===== src/rtl/t16_pkg.sv =====
package t16_pkg;
	// register byte offsets on the apb bus
	localparam logic [7:0] T16_OFF_MODE = 8'h00;
	localparam logic [7:0] T16_OFF_CAPCMP = 8'h04;
	localparam logic [7:0] T16_OFF_OUTCTL = 8'h08;
	localparam logic [7:0] T16_OFF_EXTIRQ = 8'h0c;
	localparam logic [7:0] T16_OFF_CLKSEL = 8'h10;
	localparam logic [7:0] T16_OFF_SCS = 8'h14;
	localparam logic [7:0] T16_OFF_PRI = 8'h18;
	localparam logic [7:0] T16_OFF_SEC = 8'h1c;
	localparam logic [7:0] T16_OFF_COUNT = 8'h20;
	// timer_mode_reg fields
	localparam int T16_OVF_POS = 0;
	localparam int T16_OP_LO = 1;
	localparam logic [2:0] T16_OP_STOP = 3'h0;
	localparam logic [2:0] T16_OP_CLR_TRIG = 3'h4;
	localparam logic [2:0] T16_OP_CLR_MATCH = 3'h6;
	// capcmp_ctrl_reg: secondary register captures when set
	localparam int T16_CAP_POS = 0;
	// output_ctrl_reg fields
	localparam int T16_OE_POS = 0;
	localparam int T16_INV_POS = 1;
	localparam int T16_OSEN_POS = 2;
	localparam int T16_ONESHOT_SW_TRIGGER_POS = 6;
	// ext_irq_mode_reg edge select field and codes
	localparam int T16_ES_LO = 2;
	localparam logic [1:0] T16_ES_FALL = 2'h0;
	localparam logic [1:0] T16_ES_RISE = 2'h1;
	localparam logic [1:0] T16_ES_NONE = 2'h2;
	localparam logic [1:0] T16_ES_BOTH = 2'h3;
	// clock select register fields and source codes
	localparam int T16_SRC_LO = 0;
	localparam int T16_DIV_LO = 2;
	localparam int T16_MCS_POS = 4;
	localparam logic [1:0] T16_SRC_MAIN = 2'h0;
	localparam logic [1:0] T16_SRC_EXT = 2'h1;
	localparam logic [1:0] T16_SRC_WATCH = 2'h2;
	// reset value, count limit and write mask
	localparam logic [15:0] T16_PRI_RST = 16'hffff;
	localparam logic [15:0] T16_CNT_MAX = 16'hffff;
	localparam logic [7:0] T16_OUTCTL_MASK = 8'h07;
	// one-shot sequencer states
	typedef enum logic [1:0] {T16_OS_IDLE, T16_OS_ARMED, T16_OS_ACTIVE} t16_os_e;
	// true when an address selects a register
	function automatic logic t16_hit(input logic [7:0] addr, input logic [7:0] off);
		return addr == off;
	endfunction
endpackage


===== src/rtl/t16_timer.sv =====
// Functional notes
// - event mode counts each qualified trigger edge
// - primary match clears count, raises primary request
// - trigger edge rising, falling or both
// - two matching samples qualify trigger edges
// - enable plus invert toggles pin on match
// - count clock: trigger, main division, watch
// - software trigger bit clears and starts counter
// - pulse on at secondary, off at primary
// - counter keeps running until mode cleared
// - trigger edge clears, starts, begins pulse
// - trigger edges ignored during active pulse
// - zero mode bits stop, nonzero starts
// - first match may be one count early/late
// - lowered primary: wrap through overflow first
// - capture during read keeps data, flags edge
// - overflow flag on FFFFH to 0000H roll
//
// The placing of the registers and register access over APB were chosen for this implementation.
`timescale 1ns/100ps
`default_nettype none
module t16_timer import t16_pkg::*; (
	input wire logic pclk,
	input wire logic presetn,
	input wire logic ce,
	input wire logic [7:0] paddr,
	input wire logic psel,
	input wire logic penable,
	input wire logic pwrite,
	input wire logic [31:0] pwdata,
	output logic [31:0] prdata,
	output logic pready,
	output logic pslverr,
	input wire logic ext_trigger_in,
	input wire logic watch_tick,
	output logic timer_out_pin,
	output logic primary_match_irq,
	output logic secondary_match_irq,
	output logic ext_edge_irq
);
	// all block state
	typedef struct packed {
		logic [15:0] count_reg;
		logic [15:0] primary_compare;
		logic [15:0] secondary_compare;
		logic [2:0] op_mode;
		logic overflow_flag;
		logic capture_mode;
		logic [2:0] output_ctrl;
		logic [1:0] edge_sel;
		logic [4:0] clk_sel;
		logic [1:0] sample_clock_select;
		t16_os_e os_state;
		logic out_level;
		logic pin;
		logic pm_irq;
		logic sm_irq;
		logic edge_irq;
		logic [31:0] prdata;
	} t16_state_s;
	t16_state_s s_r, s_nxt;

	logic qual_edge; // filtered trigger edge
	logic count_tick; // one count clock
	logic setup_ph; // apb setup cycle
	logic wr_en; // apb write takes effect
	logic hit_any; // mapped address
	logic rd_sec; // secondary register being read
	logic sw_trig; // software one-shot trigger
	logic trig_start; // trigger edge restarts counter
	logic running; // mode bits nonzero
	logic oneshot_en; // one-shot output selected
	logic pri_hit; // count equals primary compare
	logic sec_hit; // count equals secondary compare
	logic eng_step; // plain counting step
	logic [31:0] rd_mux; // read data selection

	// trigger pin noise filter
	t16_trig_filter u_filter (
		.pclk(pclk),
		.presetn(presetn),
		.ce(ce),
		.trig_in(ext_trigger_in),
		.sample_clock_select(s_r.sample_clock_select),
		.edge_sel(s_r.edge_sel),
		.edge_pulse(qual_edge)
	);

	// count clock generation
	t16_prescale u_prescale (
		.pclk(pclk),
		.presetn(presetn),
		.ce(ce),
		.src_sel(s_r.clk_sel[T16_SRC_LO +: 2]),
		.div_sel(s_r.clk_sel[T16_DIV_LO +: 2]),
		.osc_mode_bit(s_r.clk_sel[T16_MCS_POS]),
		.watch_tick(watch_tick),
		.ext_edge(qual_edge),
		.count_tick(count_tick)
	);

	// apb phase and address decode
	assign setup_ph = psel && !penable;
	assign wr_en = psel && penable && pwrite && hit_any;
	assign hit_any = t16_hit(paddr, T16_OFF_MODE) || t16_hit(paddr, T16_OFF_CAPCMP)
		|| t16_hit(paddr, T16_OFF_OUTCTL) || t16_hit(paddr, T16_OFF_EXTIRQ)
		|| t16_hit(paddr, T16_OFF_CLKSEL) || t16_hit(paddr, T16_OFF_SCS)
		|| t16_hit(paddr, T16_OFF_PRI) || t16_hit(paddr, T16_OFF_SEC)
		|| t16_hit(paddr, T16_OFF_COUNT);
	assign rd_sec = psel && !pwrite && t16_hit(paddr, T16_OFF_SEC);

	// control decode
	assign running = s_r.op_mode != T16_OP_STOP;
	assign oneshot_en = s_r.output_ctrl[T16_OSEN_POS];
	assign sw_trig = wr_en && t16_hit(paddr, T16_OFF_OUTCTL) && pwdata[T16_ONESHOT_SW_TRIGGER_POS]
		&& running;
	assign trig_start = qual_edge && s_r.op_mode == T16_OP_CLR_TRIG
		&& !(oneshot_en && s_r.os_state != T16_OS_IDLE);
	assign pri_hit = s_r.count_reg == s_r.primary_compare;
	assign sec_hit = !s_r.capture_mode && s_r.count_reg == s_r.secondary_compare;
	// start waits for next count clock
	assign eng_step = running && !sw_trig && !trig_start && count_tick;

	// read data selection, count read directly
	always_comb begin
		rd_mux = 32'h0;
		case (paddr)
			T16_OFF_MODE: rd_mux[3:0] = {s_r.op_mode, s_r.overflow_flag};
			T16_OFF_CAPCMP: rd_mux[T16_CAP_POS] = s_r.capture_mode;
			T16_OFF_OUTCTL: rd_mux[2:0] = s_r.output_ctrl;
			T16_OFF_EXTIRQ: rd_mux[T16_ES_LO +: 2] = s_r.edge_sel;
			T16_OFF_CLKSEL: rd_mux[4:0] = s_r.clk_sel;
			T16_OFF_SCS: rd_mux[1:0] = s_r.sample_clock_select;
			T16_OFF_PRI: rd_mux[15:0] = s_r.primary_compare;
			T16_OFF_SEC: rd_mux[15:0] = s_r.secondary_compare;
			T16_OFF_COUNT: rd_mux[15:0] = s_r.count_reg;
			default: rd_mux = 32'h0;
		endcase
	end

	// next state: bus writes first, then hardware events
	always_comb begin
		s_nxt = s_r;
		s_nxt.pm_irq = 1'b0;
		s_nxt.sm_irq = 1'b0;
		s_nxt.edge_irq = 1'b0;
		// read data latched in the setup cycle
		if (setup_ph && !pwrite) begin
			s_nxt.prdata = rd_mux;
		end
		// register writes
		if (wr_en) begin
			case (paddr)
				T16_OFF_MODE: begin
					s_nxt.op_mode = pwdata[T16_OP_LO +: 3];
					// writing zero clears the overflow flag
					s_nxt.overflow_flag = s_r.overflow_flag && pwdata[T16_OVF_POS];
				end
				T16_OFF_CAPCMP: s_nxt.capture_mode = pwdata[T16_CAP_POS];
				T16_OFF_OUTCTL: s_nxt.output_ctrl = pwdata[2:0] & T16_OUTCTL_MASK[2:0];
				T16_OFF_EXTIRQ: s_nxt.edge_sel = pwdata[T16_ES_LO +: 2];
				T16_OFF_CLKSEL: s_nxt.clk_sel = pwdata[4:0];
				T16_OFF_SCS: s_nxt.sample_clock_select = pwdata[1:0];
				T16_OFF_PRI: s_nxt.primary_compare = pwdata[15:0];
				T16_OFF_SEC: s_nxt.secondary_compare = pwdata[15:0];
				default: s_nxt.prdata = s_nxt.prdata;
			endcase
		end
		// counting engine
		if (!running) begin
			s_nxt.count_reg = 16'h0;
			s_nxt.os_state = T16_OS_IDLE;
		end else if (sw_trig || trig_start) begin
			s_nxt.count_reg = 16'h0;
			s_nxt.os_state = oneshot_en ? T16_OS_ARMED : T16_OS_IDLE;
		end else if (count_tick) begin
			if (sec_hit) begin
				s_nxt.sm_irq = 1'b1;
			end
			case (s_r.os_state)
				T16_OS_ARMED: begin
					if (sec_hit) begin
						s_nxt.out_level = 1'b1;
						s_nxt.os_state = T16_OS_ACTIVE;
					end
				end
				T16_OS_ACTIVE: begin
					if (pri_hit) begin
						s_nxt.out_level = 1'b0;
						s_nxt.os_state = T16_OS_IDLE;
					end
				end
				default: s_nxt.os_state = T16_OS_IDLE;
			endcase
			if (pri_hit) begin
				s_nxt.pm_irq = 1'b1;
				if (!oneshot_en && s_r.output_ctrl[T16_OE_POS]
					&& s_r.output_ctrl[T16_INV_POS]) begin
					s_nxt.out_level = !s_r.out_level;
				end
			end
			if (s_r.count_reg == T16_CNT_MAX) begin
				s_nxt.overflow_flag = 1'b1;
			end
			if (pri_hit && s_r.op_mode == T16_OP_CLR_MATCH) begin
				s_nxt.count_reg = 16'h0;
			end else begin
				s_nxt.count_reg = s_r.count_reg + 16'h1;
			end
		end
		if (qual_edge) begin
			s_nxt.edge_irq = 1'b1;
			if (s_r.capture_mode && !rd_sec) begin
				s_nxt.secondary_compare = s_r.count_reg;
			end
		end
		// pin drives only while output enabled
		s_nxt.pin = s_nxt.out_level && s_nxt.output_ctrl[T16_OE_POS];
	end

	// state register with clock enable freeze
	always_ff @(posedge pclk or negedge presetn) begin
		if (!presetn) begin
			s_r <= '0;
			s_r.primary_compare <= T16_PRI_RST;
			s_r.os_state <= T16_OS_IDLE;
		end else if (ce) begin
			s_r <= s_nxt;
		end
	end

	// outputs
	assign prdata = s_r.prdata;
	assign pready = 1'b1;
	assign pslverr = psel && penable && !hit_any;
	assign timer_out_pin = s_r.pin;
	assign primary_match_irq = s_r.pm_irq;
	assign secondary_match_irq = s_r.sm_irq;
	assign ext_edge_irq = s_r.edge_irq;
endmodule // t16_timer
`default_nettype wire


===== src/rtl/t16_trig_filter.sv =====
`timescale 1ns/100ps
`default_nettype none
module t16_trig_filter import t16_pkg::*; (
	input wire logic pclk,
	input wire logic presetn,
	input wire logic ce,
	input wire logic trig_in,
	input wire logic [1:0] sample_clock_select,
	input wire logic [1:0] edge_sel,
	output logic edge_pulse
);
	// all filter state
	typedef struct packed {
		logic [2:0] div;
		logic samp_a;
		logic samp_b;
		logic level;
		logic pulse;
	} t16_flt_s;
	t16_flt_s f_r, f_nxt;
	logic samp_tick;

	// sample interval of 1, 2, 4 or 8 clocks
	assign samp_tick = (f_r.div & ((3'h1 << sample_clock_select) - 3'h1)) == 3'h0;

	// two equal samples of a new level qualify an edge
	always_comb begin
		f_nxt = f_r;
		f_nxt.div = f_r.div + 3'h1;
		f_nxt.pulse = 1'b0;
		if (samp_tick) begin
			f_nxt.samp_a = trig_in;
			f_nxt.samp_b = f_r.samp_a;
		end
		if (f_r.samp_a == f_r.samp_b && f_r.samp_a != f_r.level) begin
			f_nxt.level = f_r.samp_a;
			case (edge_sel)
				T16_ES_RISE: f_nxt.pulse = f_r.samp_a;
				T16_ES_FALL: f_nxt.pulse = !f_r.samp_a;
				T16_ES_BOTH: f_nxt.pulse = 1'b1;
				default: f_nxt.pulse = 1'b0;
			endcase
		end
	end

	// register with clock enable freeze
	always_ff @(posedge pclk or negedge presetn) begin
		if (!presetn) begin
			f_r <= '0;
		end else if (ce) begin
			f_r <= f_nxt;
		end
	end

	assign edge_pulse = f_r.pulse;
endmodule // t16_trig_filter
`default_nettype wire


===== src/rtl/t16_prescale.sv =====
`timescale 1ns/100ps
`default_nettype none
module t16_prescale import t16_pkg::*; (
	input wire logic pclk,
	input wire logic presetn,
	input wire logic ce,
	input wire logic [1:0] src_sel,
	input wire logic [1:0] div_sel,
	input wire logic osc_mode_bit,
	input wire logic watch_tick,
	input wire logic ext_edge,
	output logic count_tick
);
	// all prescaler state
	typedef struct packed {
		logic [3:0] div;
	} t16_pre_s;
	t16_pre_s p_r, p_nxt;
	logic [2:0] shift;

	// true when the low n bits of the divider are all ones
	function automatic logic t16_div_hit(input logic [3:0] cnt, input logic [2:0] n);
		logic [3:0] mask;
		mask = 4'((5'h1 << n) - 5'h1);
		return (cnt & mask) == mask;
	endfunction

	// slower main clock doubles every division
	assign shift = {1'b0, div_sel} + {2'h0, !osc_mode_bit};

	always_comb begin
		p_nxt = p_r;
		p_nxt.div = p_r.div + 4'h1;
	end

	always_comb begin
		case (src_sel)
			T16_SRC_MAIN: count_tick = t16_div_hit(p_r.div, shift);
			T16_SRC_EXT: count_tick = ext_edge;
			T16_SRC_WATCH: count_tick = watch_tick;
			default: count_tick = 1'b0;
		endcase
	end

	always_ff @(posedge pclk or negedge presetn) begin
		if (!presetn) begin
			p_r <= '0;
		end else if (ce) begin
			p_r <= p_nxt;
		end
	end
endmodule // t16_prescale
`default_nettype wire


===== config.mk =====
export PLATFORM = sky130hd
export DESIGN_NAME = t16_timer
export DESIGN_NICKNAME = d
export VERILOG_FILES = /design/src/rtl/t16_pkg.sv /design/src/rtl/t16_timer.sv /design/src/rtl/t16_trig_filter.sv /design/src/rtl/t16_prescale.sv
export SDC_FILE = /design/constraint.sdc
export NUM_CORES = 1
export LEC_CHECK = 0
export ABC_AREA = 1
export BUFFER_PORTS_ARGS = -buffer_cell sky130_fd_sc_hd__buf_2
export CAP_MARGIN = 20
export CORE_AREA = 2 2 130 132
export CTS_CLUSTER_DIAMETER = 80
export CTS_CLUSTER_SIZE = 16
export DETAILED_ROUTE_END_ITERATION = 12
export DIE_AREA = 0 0 132 134
export GPL_TIMING_DRIVEN = 0
export PLACE_DENSITY = 0.55
export SETUP_SLACK_MARGIN = 0.02
export SLEW_MARGIN = 20
export SYNTH_ARGS = -nofsm -noshare
export SYNTH_HDL_FRONTEND = slang
export SYNTH_SLANG_ARGS = --single-unit

===== constraint.sdc =====
create_clock -name pclk -period 2.9 [get_ports pclk]
set_input_delay 0.435 -clock pclk [delete_from_list [all_inputs] [get_ports pclk]]
set_output_delay 0.435 -clock pclk [all_outputs]
set_load 0.05 [all_outputs]

==> impl_metrics.yaml <==
final_layout:
  drive_gt1_frac: 0.178
  regArea_um2: 2500
  n_antenna_cell: 0
  area_growth_pct: 14.3
  nFillCells: 1746
  final_cells: 1206
  fin_nets: 1038
  multi_input_area_um2: 3180
detailed_routing:
  drt_pass1_iterations: 5
  drt_iter0_drc: 499
  routedWlPerCell_um: 16.2
  drtAntennaViolNets: 0
  vias: 6114
  routed_wl_um: 19500
  viasPerCell: 5.07
  drc: 0
yosys:
  ys_types: 48
  synth_area_um2: 6450
  yosys_warnings: 0
  synthTopCellsByArea: "dfrtp_1, nand2_1, dfstp_2"
  synth_top_cell_by_area: "dfrtp_1"
  ys_ff_latch: 99
  synth_cells: 902
  synthArstFlopShare: 1.00
  ys.flop_type: "dfrtp_1"
  seq_area_frac_synth: 0.387
  syn_avg_cell_area_um2: 7.15
  synth_edf_count: 0
  synth_commonest_cells: "nand2_1, inv_1, dfrtp_1"
  synth_most_common_cell: "nand2_1"
  yosysTopAreaCellShare: 0.322
die:
  rows: 47
  dieWidth_um: 132
  io_pins: 86
  coreArea_um2: 16300
  fp.dieH_um: 134
  start_util: 0.396
  dieArea_um2: 17700
global_routing:
  grt_start_max_net_pins: 73
  grt_overflow: 0
  grt_pass1_vias: 5536
  antenna_found_initial: 0
  grt.total_usage: 0.224
  grt_pass1_wl_um: 30700
pwr:
  p_leak_nw: 3.75
  ir_worst_vdd_mv: 0.295
  power_density_nw_per_um2: 466
clocking:
  clk_transition_reported_paths_ns: 0.07
  tritoncts: "built"
  clkSinkCount: 99
  post_cts_buffers: 0
  cts_buffers: 9
  root_buffer: "clkbuf_16"
  clk_latency_ns: 0.36
  h-tree-depth: 3
  clock_path_buffers: 2
critical_path:
  r2r-end: "s_r[93]"
  crit_arrival_ns: 2.96
  worst-setup-path-type: "reg2reg"
  start_kind: "flop"
  cp_data_required_time_ns: 3.19
  critical_path.max_fanout: 9
  worst_r2r_path_depth: 15
  crit_start: "s_r[43]"
  reg2reg_slack_ns: 0.23
  end_kind: "flop"
  worstReg2RegStart: "s_r[43]"
sta:
  setup_violations: 0
  fin_setup_tns_ns: 0
  period_minus_slack_ns: 2.67
  holdWs_ns: 0.289
  fmax_mhz: 374
  relSlewSlack: 0.523
  period_share: 0.921
  hold_viol_final: 0
  rsz0062_at_grt: "no"
  clock_skew_ns: 0.00710
  worst_slack_ns: 0.229
  slew_violations: 0
  tightest_slew_ns: 0.716
status:
  outcome: "complete, no violations"
placement:
  numPlacedInstances: 1189
  dp_slack_ns: 0.223
  place_hpwl_um: 14600
  place.gp.congestion: 0.899
  port_buffers: 51
min_path:
  holdPathStages: 3
  holdPathEnd: "s_r[82]"
  hp-start: "pwdata[10]"
  hold_path_class: "in2reg"
flow_run:
  cap_violations: 0
==> critical path, stage by stage (launching register included) <==
cell and delay, ns:
dfrtp_1 0.42, ha_1 0.21, ha_1 0.31, inv_1 0.08, nand3_1 0.10, ha_1 0.29, nor2_1 0.04, nor4_1 0.24
nand3_1 0.13, nand2_2 0.11, inv_1 0.07, nand4_2 0.11, nand2_4 0.13, inv_1 0.21, nand2_1 0.08, o21ai_1 0.07
==> placed cells by master (no fill, tap or decap), types with 21 or more instances in the layout <==
| cell type | instances |
|---|---|
| buf_4 | 35 |
| o22ai_1 | 37 |
| o21ai_1 | 38 |
| nand2_1 | 268 |
| dfrtp_1 | 83 |
| nand3_1 | 45 |
| a21oi_1 | 21 |
| buf_2 | 54 |
| nor2_1 | 67 |
| inv_1 | 100 |
| o21ai_0 | 52 |
==> layer usage <==
| metal | GRT usage | wire (um) | part of all wire | up-vias |
|---|---|---|---|---|
| met5 | 0 | 0 | 0 | - |
| met4 | 0.0688 | 325 | 0.017 | 0 |
| met3 | 0.0321 | 1150 | 0.059 | 21 |
| met2 | 0.341 | 8540 | 0.44 | 185 |
| met1 | 0.329 | 9500 | 0.49 | 2889 |
| li1 | - | - | - | 3019 |
==> cells by family (layout without fill, tap and decap cells) <==
family                     after synthesis  after routing  synth area share
and+or+nand+nor                        441            441             0.305
buffers and inverters                  175            244             0.129
AOI/OAI and AO/OA                      161            161             0.139
DFF                                     99             99             0.387
xor gates and xnor gates                15             15            0.0204
adders and majority gates                9              9            0.0175
other                                    2             17           0.00116
==> per-stage QoR <==
stage                util  instance area [um2]  power, mW
floorplan               -                 6500       2.07
global placement    0.432                 7040       2.24
detailed placement  0.434                 7070       2.25
CTS                 0.452                 7370       3.45
global route        0.452                 7370       3.62
finish              0.452                 7370       3.43
==> report_power, final <==
group          internal, mW  total (mW)  leakage, nW  switching, mW
sequential             1.51        1.63         1.24          0.123
clock                 0.613        1.20        0.131          0.592
combinational         0.220       0.600         2.37          0.380
total                  2.34        3.43         3.75           1.09
==> final cells by class <==
type	count	share of cell area
tap	220	0.0374
clock inverter	6	0.00662
inverter	112	0.0570
sequential	99	0.339
clock buffer	10	0.0324
buffer	63	0.0562
multi-input combinational	643	0.431
timing repair buffer	53	0.0406
==> registers in the layout, indices dropped and copies added, names as in the netlist <==
name and count:
secondary_match_irq 1, oneshot_en 1, u_prescale.p_r 4, prdata 16
s_r 67, u_filter.f_r 6, u_filter.edge_pulse 1, timer_out_pin 1
ext_edge_irq 1, primary_match_irq 1
==> worst max path at each step <==
stage	endpoint	slack [ns]
after floorplan	pslverr	0.35
after global placement	prdata[12]	0.13
after detailed placement	s_r[102]	0.22
after CTS	s_r[102]	0.21
after global routing	s_r[95]	0.03
final	s_r[93]	0.23
==> timing repair <==
item | CTS | global route
gates resized for setup | 0 | 1
hold endpoints to repair | 22 | 0
hold buffers | 1 | 0
setup endpoints to repair | 0 | 7
Power figures use the tool's default switching activity.
